==> config.mk <==
export PLATFORM = sky130hd
export DESIGN_NAME = edmalu_top
export DESIGN_NICKNAME = d
export VERILOG_FILES = /design/src/core/edmalu_pkg.sv /design/src/core/edmalu_exec.sv /design/src/core/edmalu_top.sv
export SDC_FILE = /design/constraint.sdc
export NUM_CORES = 1
export LEC_CHECK = 0
export BUFFER_PORTS_ARGS = -buffer_cell sky130_fd_sc_hd__buf_2
export CAP_MARGIN = 40
export CORE_MARGIN = 3
export CORE_UTILIZATION = 40
export CTS_CLUSTER_SIZE = 12
export DETAILED_ROUTE_END_ITERATION = 10
export SLEW_MARGIN = 0
export SYNTH_ARGS = -nofsm -noshare
export SYNTH_HDL_FRONTEND = slang
export SYNTH_SLANG_ARGS = --single-unit
==> constraint.sdc <==
create_clock -name clk_i -period 5.04 [get_ports clk_i]
set_clock_uncertainty 0.15 [all_clocks]
set_input_delay 0.756 -clock clk_i [delete_from_list [all_inputs] [get_ports clk_i]]
set_output_delay 0.756 -clock clk_i [all_outputs]
set_load 0.02 [all_outputs]
==> src/core/edmalu_pkg.sv <==
package edmalu_pkg;

    // ----------------------------------------------------------------
    // Operation codes presented by the decoder
    // ----------------------------------------------------------------
    typedef enum logic [3:0] {
        EDMALU_OP_DEC_TO_ACC        = 4'h0,
        EDMALU_OP_INC_IN_MEM        = 4'h1,
        EDMALU_OP_INC_TO_ACC        = 4'h2,
        EDMALU_OP_MOVE_MEM_TO_ACC   = 4'h3,
        EDMALU_OP_MOVE_ACC_TO_MEM   = 4'h4,
        EDMALU_OP_OR_TO_ACC         = 4'h5,
        EDMALU_OP_OR_TO_MEM         = 4'h6,
        EDMALU_OP_ROTL_IN_MEM       = 4'h7,
        EDMALU_OP_ROTL_TO_ACC       = 4'h8,
        EDMALU_OP_ROTL_CARRY_IN_MEM = 4'h9,
        EDMALU_OP_ROTL_CARRY_TO_ACC = 4'hA,
        EDMALU_OP_ROTR_IN_MEM       = 4'hB
    } edmalu_op_t;

    // ----------------------------------------------------------------
    // Widths, field positions and reset values
    // ----------------------------------------------------------------
    localparam int         DATA_W    = 8;
    localparam int         ADDR_W    = 16;
    localparam int         MSB_POS   = 7;
    localparam int         LSB_POS   = 0;
    localparam logic [7:0] ONE       = 8'h01;
    localparam logic [7:0] ACC_RST   = 8'h00;
    localparam logic       FLAG_RST  = 1'b0;

endpackage

==> src/core/edmalu_exec.sv <==
`timescale 1ns/1ns
// Combinational result unit: computes the result byte, its destination,
// and the flag effects of one operation.
module edmalu_exec (
    input  wire edmalu_pkg::edmalu_op_t op_i,
    input  wire logic [7:0]             acc_i,
    input  wire logic [7:0]             mem_i,
    input  wire logic                   carry_i,
    output logic [7:0]                  result_o,
    output logic                        to_acc_o,
    output logic                        to_mem_o,
    output logic                        z_upd_o,
    output logic                        c_upd_o,
    output logic                        c_val_o
);

    // ----------------------------------------------------------------
    // Result selection
    // ----------------------------------------------------------------
    // Byte arithmetic is cut to eight bits, so it wraps modulo 256.
    wire logic [7:0] inc_w  = 8'(mem_i + edmalu_pkg::ONE);
    wire logic [7:0] dec_w  = 8'(mem_i - edmalu_pkg::ONE);
    wire logic [7:0] or_w   = acc_i | mem_i;
    wire logic [7:0] rotl_w = {mem_i[6:0], mem_i[edmalu_pkg::MSB_POS]};
    wire logic [7:0] rlc_w  = {mem_i[6:0], carry_i};
    wire logic [7:0] rotr_w = {mem_i[edmalu_pkg::LSB_POS], mem_i[7:1]};

    // One case picks result, destination and flag effect together.
    always_comb begin
        result_o = mem_i;
        to_acc_o = 1'b0;
        to_mem_o = 1'b0;
        z_upd_o  = 1'b0;
        c_upd_o  = 1'b0;
        c_val_o  = mem_i[edmalu_pkg::MSB_POS];
        unique case (op_i)
            edmalu_pkg::EDMALU_OP_DEC_TO_ACC: begin
                result_o = dec_w;
                to_acc_o = 1'b1;
                z_upd_o  = 1'b1;
            end
            edmalu_pkg::EDMALU_OP_INC_IN_MEM: begin
                result_o = inc_w;
                to_mem_o = 1'b1;
                z_upd_o  = 1'b1;
            end
            edmalu_pkg::EDMALU_OP_INC_TO_ACC: begin
                result_o = inc_w;
                to_acc_o = 1'b1;
                z_upd_o  = 1'b1;
            end
            edmalu_pkg::EDMALU_OP_MOVE_MEM_TO_ACC: begin
                result_o = mem_i;
                to_acc_o = 1'b1;
            end
            edmalu_pkg::EDMALU_OP_MOVE_ACC_TO_MEM: begin
                result_o = acc_i;
                to_mem_o = 1'b1;
            end
            edmalu_pkg::EDMALU_OP_OR_TO_ACC: begin
                result_o = or_w;
                to_acc_o = 1'b1;
                z_upd_o  = 1'b1;
            end
            edmalu_pkg::EDMALU_OP_OR_TO_MEM: begin
                result_o = or_w;
                to_mem_o = 1'b1;
                z_upd_o  = 1'b1;
            end
            edmalu_pkg::EDMALU_OP_ROTL_IN_MEM: begin
                result_o = rotl_w;
                to_mem_o = 1'b1;
            end
            edmalu_pkg::EDMALU_OP_ROTL_TO_ACC: begin
                result_o = rotl_w;
                to_acc_o = 1'b1;
            end
            edmalu_pkg::EDMALU_OP_ROTL_CARRY_IN_MEM: begin
                result_o = rlc_w;
                to_mem_o = 1'b1;
                c_upd_o  = 1'b1;
            end
            edmalu_pkg::EDMALU_OP_ROTL_CARRY_TO_ACC: begin
                result_o = rlc_w;
                to_acc_o = 1'b1;
                c_upd_o  = 1'b1;
            end
            edmalu_pkg::EDMALU_OP_ROTR_IN_MEM: begin
                result_o = rotr_w;
                to_mem_o = 1'b1;
            end
            default: begin
                // Codes 12 to 15 are illegal and change nothing.
                result_o = mem_i;
            end
        endcase
    end

endmodule

==> src/core/edmalu_top.sv <==
`timescale 1ns/1ns
module edmalu_top (
    input  wire logic                   clk_i,
    input  wire logic                   reset_i,
    input  wire logic                   start_i,
    input  wire edmalu_pkg::edmalu_op_t op_i,
    input  wire logic [15:0]            addr_i,
    input  wire logic [7:0]             mem_rdata_i,
    output logic [15:0]                 mem_addr_o,
    output logic                        mem_we_o,
    output logic [7:0]                  mem_wdata_o,
    output logic [7:0]                  acc_o,
    output logic                        zero_o,
    output logic                        carry_o,
    output logic                        busy_o,
    output logic                        done_o
);

    // ----------------------------------------------------------------
    // Sequencer
    // ----------------------------------------------------------------
    // Memory is synchronous: the address goes out in READ, the byte is
    // valid in EXEC, and a write goes out in the same EXEC edge.
    typedef enum logic [1:0] {EDMALU_IDLE, EDMALU_READ, EDMALU_EXEC} edmalu_state_t;

    edmalu_state_t          state_reg;
    edmalu_state_t          state_next;
    edmalu_pkg::edmalu_op_t op_reg;
    logic [15:0]            addr_reg;
    logic [7:0]             acc_reg;
    logic                   zero_reg;
    logic                   carry_reg;
    logic                   we_reg;
    logic [7:0]             wdata_reg;
    logic                   done_reg;
    logic                   busy_reg;

    wire logic [7:0] result_w;
    wire logic       to_acc_w;
    wire logic       to_mem_w;
    wire logic       z_upd_w;
    wire logic       c_upd_w;
    wire logic       c_val_w;

    edmalu_exec u_exec (
        .op_i     (op_reg),
        .acc_i    (acc_reg),
        .mem_i    (mem_rdata_i),
        .carry_i  (carry_reg),
        .result_o (result_w),
        .to_acc_o (to_acc_w),
        .to_mem_o (to_mem_w),
        .z_upd_o  (z_upd_w),
        .c_upd_o  (c_upd_w),
        .c_val_o  (c_val_w)
    );

    // Step decode as named wires. Gating the accept with busy_reg also
    // refuses a start in the done cycle, when the state is already idle.
    wire logic exec_w   = (state_reg == EDMALU_EXEC);
    wire logic accept_w = !busy_reg && start_i;

    always_comb begin
        state_next = state_reg;
        unique case (state_reg)
            EDMALU_IDLE: if (accept_w) state_next = EDMALU_READ;
            EDMALU_READ: state_next = EDMALU_EXEC;
            EDMALU_EXEC: state_next = EDMALU_IDLE;
        endcase
    end

    // State and operand capture; a start while busy is ignored.
    always_ff @(posedge clk_i) begin
        if (reset_i) begin
            state_reg <= EDMALU_IDLE;
            op_reg    <= edmalu_pkg::EDMALU_OP_MOVE_MEM_TO_ACC;
            addr_reg  <= 16'h0000;
            busy_reg  <= 1'b0;
        end else begin
            state_reg <= state_next;
            busy_reg  <= accept_w || (state_reg != EDMALU_IDLE);
            if (accept_w) begin
                op_reg   <= op_i;
                addr_reg <= addr_i;
            end
        end
    end

    // ----------------------------------------------------------------
    // Architectural state and memory write
    // ----------------------------------------------------------------
    // Flags change only when the operation says so; all others hold.
    always_ff @(posedge clk_i) begin
        if (reset_i) begin
            acc_reg   <= edmalu_pkg::ACC_RST;
            zero_reg  <= edmalu_pkg::FLAG_RST;
            carry_reg <= edmalu_pkg::FLAG_RST;
            we_reg    <= 1'b0;
            wdata_reg <= 8'h00;
            done_reg  <= 1'b0;
        end else begin
            we_reg   <= exec_w && to_mem_w;
            done_reg <= exec_w;
            if (exec_w && to_mem_w) wdata_reg <= result_w;
            if (exec_w && to_acc_w) acc_reg <= result_w;
            if (exec_w && z_upd_w) zero_reg <= (result_w == 8'h00);
            if (exec_w && c_upd_w) carry_reg <= c_val_w;
        end
    end

    assign mem_addr_o  = addr_reg;
    assign mem_we_o    = we_reg;
    assign mem_wdata_o = wdata_reg;
    assign acc_o       = acc_reg;
    assign zero_o      = zero_reg;
    assign carry_o     = carry_reg;
    assign busy_o      = busy_reg;
    assign done_o      = done_reg;

    // Operations that load the accumulator and also update the zero flag.
    wire logic zero_acc_op_w = (op_reg == edmalu_pkg::EDMALU_OP_DEC_TO_ACC)
                            || (op_reg == edmalu_pkg::EDMALU_OP_INC_TO_ACC)
                            || (op_reg == edmalu_pkg::EDMALU_OP_OR_TO_ACC);

    // Only the two carry rotates may touch the carry flag.
    wire logic carry_op_w = (op_reg == edmalu_pkg::EDMALU_OP_ROTL_CARRY_IN_MEM)
                         || (op_reg == edmalu_pkg::EDMALU_OP_ROTL_CARRY_TO_ACC);
endmodule

Word-level counts from Yosys, hierarchy flattened
Index checks and enable logic that the tools add are counted.

Add/subtract/negate cells: 2. Eq/ne operators: 14. Multiplexer cells: 7. Reductions and logical operators: 18. Order comparisons: 0. Shift operators: 0. Multipliers: 0. Bitwise operators: 1. Divide/modulo/power cells: 0.

Operator list (number): $pmux 8 s7 (1); $eq 4x3->1 const B (4); $eq 4x4->1 const B (4); $reduce_or 6->1 (2); $add 8x1->8 const B (1); $eq 4x2->1 const B (2); $logic_not 8->1 (1); $or 8x8->8 (1); $reduce_or 2->1 (4); $sub 8x1->8 const B (1); $pmux 2 s3 (1); $logic_and 1x1->1 (5); $reduce_or 5->1 (1); $eq 4x1->1 const B (1); $logic_not 4->1 (1); $mux 1 (4); $eq 2x1->1 const B (1); $eq 2x2->1 const B (1); $logic_not 2->1 (1); $mux 2 (1); $ne 2x2->1 const B (1); $reduce_bool 2->1 (1); $logic_not 1->1 (1); $logic_or 1x1->1 (1).

Flip-flop bits (word level): 43. Memory bits (read-only): 0. Bits in latches: 0. Memories: 0. Logic and storage cells: 52. RAM bits: 0.

Longest topological paths before layout
Gate-level depths: netlist of run 1.

Word-level depth: 4. Mapped depth: 12. Gate-level depth less buffers: 10.

Hierarchy
A second synthesis of run 1 with hierarchy kept.

Cells, all modules: 331. Area total of the unflattened synthesis: 2431.1 sq um.

Modules (own cells, without submodules): edmalu_top (area each 1581.5 sq um, cells an instance 193, seq. area each 860.8 sq um, instances 1); edmalu_exec (area each 849.6 sq um, cells an instance 138, seq. area each 0.0 sq um, instances 1).

Worst setup path after synthesis of run 1
Ideal clock, no wire load.

Path type: register to register. Start point: reg op_reg[2]. End point: reg acc_reg[6] (netlist: acc_o[6]). Setup time: 0.079 ns. Required time: 4.811 ns. Setup slack: 2.230 ns. Stages on the path, launching flop included: 13. Arrival: 2.581 ns. Path buffers: 2. Period minus slack after synthesis: 2.810 ns. Cells stage by stage: dfxtp_1 buf_2 or2_1 buf_2 nor2_1 xnor2_1 ha_1 or4_4 a21boi_1 a221oi_2 xor2_1 o22a_1 a211oi_2.

Word-level cells in the longest chain between the ends: 4. Elaborated cells on any way between the ends: 20.

Ends and longest elaborated chain: start: declaration (line edmalu_top.sv:28) `edmalu_pkg::edmalu_op_t op_reg;`; start signal: assignment (line edmalu_top.sv:76) `op_reg <= edmalu_pkg::EDMALU_OP_MOVE_MEM_TO_ACC;`; start signal: assignment (line edmalu_top.sv:83) `op_reg <= op_i;`; $eq 4x2->1 (tied with other cells) (line edmalu_exec.sv:36) `unique case (op_i)`; $reduce_or 6->1 (no line); $mux 1 (line edmalu_exec.sv:36); $logic_and 1x1->1 (line edmalu_top.sv:105) `if (exec_w && to_acc_w) acc_reg <= result_w;`; end signal: assignment (line edmalu_top.sv:95) `acc_reg <= edmalu_pkg::ACC_RST;`; end signal: assignment (line edmalu_top.sv:105); end: declaration (line edmalu_top.sv:30) `logic [7:0] acc_reg;`.

Several ways; a longest one is shown, not always the timed one. A chain may end at the register's enable or synchronous reset.

Final worst setup path of run 1
Start point: reg op_reg[0]. End point: reg wdata_reg[6] (netlist: mem_wdata_o[6]).

Word-level cells in the longest chain between the ends: 4. Elaborated cells on any way between the ends: 19.

Ends and longest elaborated chain: $eq 4x4->1 (tied with other cells) (line edmalu_exec.sv:36); $reduce_or 6->1 (no line); $mux 1 (line edmalu_exec.sv:36); $logic_and 1x1->1 (line edmalu_top.sv:104) `if (exec_w && to_mem_w) wdata_reg <= result_w;`; end signal: assignment (line edmalu_top.sv:104); end: declaration (line edmalu_top.sv:34) `logic [7:0] wdata_reg;`.

Several ways; a longest one is shown, not always the timed one.

==> flow_metrics.py, run 1 <==
metrics = {
    "global_routing": {
        "grt_overflow": 0,
        "grt_usage_pct": 18.9,
        "antenna_found_initial": 0,
        "grt_pass1_wl_um": 11700,
        "grt_pass1_vias": 2324,
        "grt_max_degree": 42,
    },
    "drt": {
        "ant_nets": 0,
        "first_iter_violations": 240,
        "drt_wl_total_um": 7300,
        "wire_per_inst_um": 15.2,
        "drt-pass1-iter-count": 5,
        "routed_via_density": 5.61,
        "drc": 0,
        "vias": 2688,
    },
    "finish": {
        "drive_above_1_share_pct": 24.6,
        "stdcell_count": 479,
        "area_delta_synth_final_pct": 15.8,
        "final_area_sq_mm": 0.00314,
        "antennaDiodeCount": 0,
        "largest_reg_flops": 16,
        "fin_util_pct": 48.7,
        "fill_cells": 645,
        "final_nets": 436,
    },
    "worst_hold_path": {
        "hold_path_depth": 2,
        "holdCritPathClass": "reg -> reg",
        "min_to": "mem_addr_o[4]",
        "hp-start": "mem_addr_o[4]",
    },
    "timing": {
        "setup_violations": 0,
        "fin_ws_ns": 1.96,
        "fmax_ghz": 0.325,
        "rsz0062_at_grt": "false",
        "tightest_slew_ns": 0.829,
        "whs_ns": 0.304,
        "fin_crit_ns": 3.08,
        "min_period_over_period_pct": 61.0,
        "slew_headroom_pct": 44.7,
        "hold_violations": 0,
        "timing.setup.tns_ns": 0,
        "slew_viol_final": 0,
    },
    "logic_synthesis": {
        "avgSynthCellArea_sq_um": 7.67,
        "synth_area_sq_mm": 0.00272,
        "yosysTopAreaCellShare_pct": 31.7,
        "yosys-top-cells-area": "dfxtp_1 32%, nand2_1 7.5%, a21oi_1 6.8%, a211oi_1 5.8%, nor2_1 4.3%",
        "synth_cell_types": 61,
        "synth_top_area_cell": "dfxtp_1",
        "synth_most_common_cell": "nand2_1",
        "synth_edf_count": 0,
        "synth-async-reset-ratio_pct": 0,
        "yosys_register_bits": 43,
        "ys_top_cells_by_count": "54 x nand2_1, 43 x dfxtp_1, 37 x a21oi_1",
        "netlist_instances": 354,
        "yosys_warnings": 0,
        "syn-num-nets": 389,
        "synthFlopType": "dfxtp_1",
        "seq_area_frac_synth_pct": 31.7,
    },
    "power_and_ir_drop": {
        "leakage_nw": 1.29,
        "p_per_area_mw_per_mm2": 375,
        "pwr-share-seq_pct": 35.1,
        "clkPwrFrac_pct": 24.3,
        "p_sw_uw": 458,
        "switching_share_pct": 38.8,
        "finalPower_mw": 1.18,
        "intPower_uw": 720,
        "p_comb_share_pct": 40.6,
        "ir_drop_mv": 0.251,
    },
    "placement": {
        "dpl-instance-area_sq_mm": 0.00302,
        "dp.cells": 471,
        "globalplace.congestion": 0.941,
        "dp_hpwl_um": 5300,
        "io_buffers": 67,
        "place_ws_ns": 1.98,
    },
    "cts": {
        "cts_num_sinks": 43,
        "cts_tree": "built",
        "hold_buffers": 0,
        "clk-insertion-delay-late_ns": 0.30,
        "postCtsSetupBuffers": 0,
        "numCtsBuffers": 5,
        "clockBufferDepth": 2,
        "cts_root_buffer": "clkbuf_8",
        "clk_pin_slew_worst_paths_ns": 0.08,
        "htreeDepth": 2,
        "ctsResizeCount": 0,
    },
    "setup_path": {
        "regToRegStartpoint": "op_reg[0]",
        "ff2ff_setup_slack_ns": 1.96,
        "crit_arrival_ns": 3.08,
        "path_class": "reg -> reg",
        "slowest_delay_ns": 0.44,
        "r2r_cells": 11,
        "cp.required_ns": 5.04,
        "end_kind": "register",
        "r2r-end": "mem_wdata_o[6]",
        "cp_slowest_cell": "or4_4",
        "worstPathCellList": "buf_4 -> xnor2_2 -> nor2_1 -> xnor2_1 -> ha_1 -> or4_4 -> a21boi_1 -> a221oi_2 -> xor2_1 -> o22a_1 -> a211oi_1",
        "critPathLaunchType": "register",
        "worstPathMaxFanout": 32,
    },
    "run": {
        "maxCapViolations": 0,
    },
    "die": {
        "core.rowCount": 29,
        "initial_core_util_pct": 42.0,
        "fp.dieH_um": 88.4,
        "die_x_um": 88.4,
        "core-area_sq_mm": 0.00646,
        "pin_count": 68,
        "die_area_sq_mm": 0.00781,
    },
    "status": {
        "status": "complete, no violations",
    },
}
[layout make-up]
type                            instances  area [sq um]  share of cell area, %
Multi-Input combinational cell        270          1650                   52.5
Sequential cell                        43           861                   27.4
Timing Repair Buffer                   74           388                   12.3
Tap cell                               77          96.3                   3.06
Clock buffer                            6          82.6                   2.63
Clock inverter                          2          38.8                   1.23
Inverter                                7          26.3                  0.836
[critical path, delay by kind of cell (launching register included)]
kind	cells	cell delay [ns]
simple gates	2	0.69
compound gates	4	0.69
xor+xnor	3	0.51
buf+inv	1	0.33
flops	1	0.32
fa+ha+maj	1	0.23
[kinds of logic after synthesis]
family | Yosys count | synth area share, %
buffers and inverters | 41 | 7.47
AND/OR/NAND/NOR | 145 | 26.5
multiplexers | 7 | 2.72
XOR/XNOR | 7 | 2.81
adder cells (fa/ha/maj) | 6 | 2.58
AO/OA/AOI/OAI | 105 | 26.2
flip-flops | 43 | 31.7
[cells in the final DEF (no fill, tap or decap), drive strengths merged, types with 8 or more instances in the layout]
master,Yosys,routed
buf,17,74
nand2,55,55
nand3,10,10
nor2,32,32
dfxtp,43,43
o21ai,11,11
nor3,9,9
a21oi,37,37
inv,7,8
a211oi,23,23
nand2b,11,11
[power groups by stage]
stage,clock (mW),sequential [mW],combinational [mW]
after floorplan,0,0.460,0.318
after global placement,0,0.420,0.472
after detailed placement,0,0.420,0.474
after CTS,0.291,0.414,0.478
after global routing,0.308,0.419,0.531
final,0.286,0.413,0.478
[worst max-delay path by stage]
stage / depth (start not counted) / from / slack, ns / endpoint
2_1_floorplan: 12 / op_reg[2] / 2.23 / acc_o[6]
3_3_place_gp: 11 / op_reg[0] / 2.07 / acc_o[6]
3_5_place_dp: 11 / op_reg[0] / 1.98 / mem_wdata_o[6]
4_1_cts: 11 / op_reg[0] / 1.96 / mem_wdata_o[6]
5_1_grt: 11 / op_reg[0] / 1.73 / acc_o[6]
6_report: 11 / op_reg[0] / 1.96 / mem_wdata_o[6]
[routing by layer]
metal | global-route usage, % | vias up | wire length (um)
li1 | - | 1356 | -
met1 | 26.1 | 1227 | 3250
met2 | 29.7 | 95 | 3440
met3 | 4.56 | 10 | 519
met4 | 4.95 | 0 | 91
met5 | 0 | - | 0
(Power assumes the default switching activity.)
==> run 2, diff against run 1 <==
PLACE_DENSITY = 0.65   (was not set)
clock period = 2.6 ns   (was 5.04 ns; I/O delays follow)
==> run 2 against run 1 <==
Core utilization rose by 2.8 points. Setup slack got worse by 1.9 ns. Combinational power rose by 110%. Clock power rose by 83%. Fmax rose by 20%. Largest cell class unchanged.
==> flow_metrics.py, run 2 (synthesis results as in run 1) <==
metrics = {
    "status": {
        "status": "complete, no violations",
    },
    "worst_hold_path": {
        "holdCritPathClass": "in -> reg",
    },
    "setup_path": {
        "worstPathMaxFanout": 3,
        "critPathLaunchType": "register",
        "critical-path-top-delay-family": "simple AND/OR/NAND/NOR gates",
        "crit_arrival_ns": 2.57,
        "slowest_delay_ns": 0.43,
        "cp_slowest_cell": "or4_4",
        "end_kind": "register",
        "crit_buf_inv": 0,
        "cp.required_ns": 2.62,
        "path_class": "reg -> reg",
        "worstPathCellList": "or2_4 -> nor2_4 -> xnor2_1 -> ha_2 -> or4_4 -> a21boi_4 -> a221oi_2 -> xor2_1 -> o22a_1 -> a211oi_1",
    },
    "die": {
        "die_area_sq_mm": 0.00781,
        "initial_core_util_pct": 42.0,
        "core.rowCount": 29,
        "die_x_um": 88.4,
        "pin_count": 68,
        "fp.dieH_um": 88.4,
        "core-area_sq_mm": 0.00646,
    },
    "power_and_ir_drop": {
        "p_per_area_mw_per_mm2": 708,
        "p_comb_share_pct": 43.5,
        "switching_share_pct": 38.3,
        "ir_drop_mv": 0.357,
        "intPower_mw": 1.45,
        "clkPwrFrac_pct": 22.3,
        "pwr-share-seq_pct": 34.3,
        "p_sw_uw": 901,
        "leakage_nw": 1.38,
    },
    "global_routing": {
        "grt_max_degree": 35,
        "grt_usage_pct": 19.2,
        "grt_pass1_wl_um": 12100,
        "grt_pass1_vias": 2501,
        "grt_overflow": 0,
        "antenna_found_initial": 0,
    },
    "timing": {
        "slew_headroom_pct": 67.4,
        "fin_ws_ns": 0.0449,
        "hold_violations": 0,
        "fmax_ghz": 0.391,
        "timing.setup.tns_ns": 0,
        "min_period_over_period_pct": 98.3,
        "slew_viol_final": 0,
        "setup_violations": 0,
        "fin_crit_ns": 2.56,
        "tightest_slew_ns": 0.476,
        "rsz0062_at_grt": "true",
    },
    "finish": {
        "antennaDiodeCount": 0,
        "mostFrequentLayoutCell": "buf_2",
        "fin_util_pct": 51.5,
        "area_delta_synth_final_pct": 22.4,
        "final_area_sq_mm": 0.00332,
        "drive_above_1_share_pct": 30.0,
        "stdcell_count": 497,
        "largest_reg_flops": 16,
        "final_cell_mix": "67 x buf_2, 54 x nand2_1, 40 x dfxtp_1",
        "final_nets": 454,
        "fill_cells": 670,
    },
    "cts": {
        "cts_tree": "built",
        "hold_buffers": 0,
        "clk_pin_slew_worst_paths_ns": 0.08,
        "cts_root_buffer": "clkbuf_8",
        "clockBufferDepth": 2,
        "clk-insertion-delay-late_ns": 0.30,
        "htreeDepth": 2,
        "numCtsBuffers": 5,
        "cts_num_sinks": 43,
    },
    "placement": {
        "globalplace.congestion": 0.871,
        "place_ws_ns": -0.0184,
        "dp_hpwl_um": 5370,
        "dp.cells": 487,
        "io_buffers": 67,
        "dpl-instance-area_sq_mm": 0.00316,
    },
    "drt": {
        "wire_per_inst_um": 14.8,
        "drt-pass1-iter-count": 5,
        "first_iter_violations": 113,
        "drc": 0,
        "drt_wl_total_um": 7360,
        "ant_nets": 0,
        "vias": 2729,
        "routed_via_density": 5.49,
    },
    "run": {
        "maxCapViolations": 0,
    },
}
==> run 2: final timing paths <==
kind,startpoint,slack (ns),end,cells after the start
worst max-delay path,op_reg[2],0.04,mem_wdata_o[6],10
worst min-delay path,op_i[1],0.15,op_reg[1],3
worst max register to register,op_reg[2],0.04,mem_wdata_o[6],10
worst min register to register,mem_addr_o[0],0.30,mem_addr_o[0],2
==> run 2: worst reg2reg max path, delay by kind of cell (launching register included) <==
kind	cells	cell delay (ns)
and+or+nand+nor	3	0.77
xor gates and xnor gates	2	0.29
DFF	1	0.32
adders and majority gates	1	0.17
AOI/OAI and AO/OA	4	0.71
==> run 2: what timing repair did <==
item	CTS	global route
buffers inserted	1	1
resized for setup	1	7
pin swaps	5	3
endpoints found under the setup margin	3	6
hold endpoints to repair	0	0
==> run 2: metal layers <==
layer  share of wire (%)  global-route usage, %  vias up  wire [um]
met3                 5.4                   3.91        9        397
met1                  45                   26.4     1253       3310
li1                    -                      -     1392          -
met4                0.80                   5.08        0         59
met2                  49                   30.9       75       3590
met5                   0                      0        -          0
==> run 2: area by class of cell <==
type | count | area (sq um) | share of cell area [%]
flip-flops and latches | 43 | 865 | 26.0
inverters | 7 | 26.3 | 0.791
clock inverters | 3 | 46.3 | 1.39
multi-input cells | 270 | 1700 | 51.1
clock buffers | 5 | 68.8 | 2.07
well taps | 77 | 96.3 | 2.90
repair buffers | 92 | 523 | 15.7
==> run 2: power by group through the flow <==
stage / Clock, mW / Sequential, mW / Combinational (mW)
finish: 0.524 / 0.806 / 1.02
global route: 0.565 / 0.819 / 1.14
CTS: 0.543 / 0.805 / 1.00
detailed placement: 0 / 0.819 / 0.991
global placement: 0 / 0.815 / 0.982
floorplan: 0 / 0.892 / 0.632
==> run 2: per-stage QoR <==
step	hold WS, ns	power (mW)
after floorplan	0.310	1.52
after global placement	0.289	1.80
after detailed placement	0.293	1.81
after CTS	0.151	2.35
after global routing	0.168	2.52
final	0.153	2.35
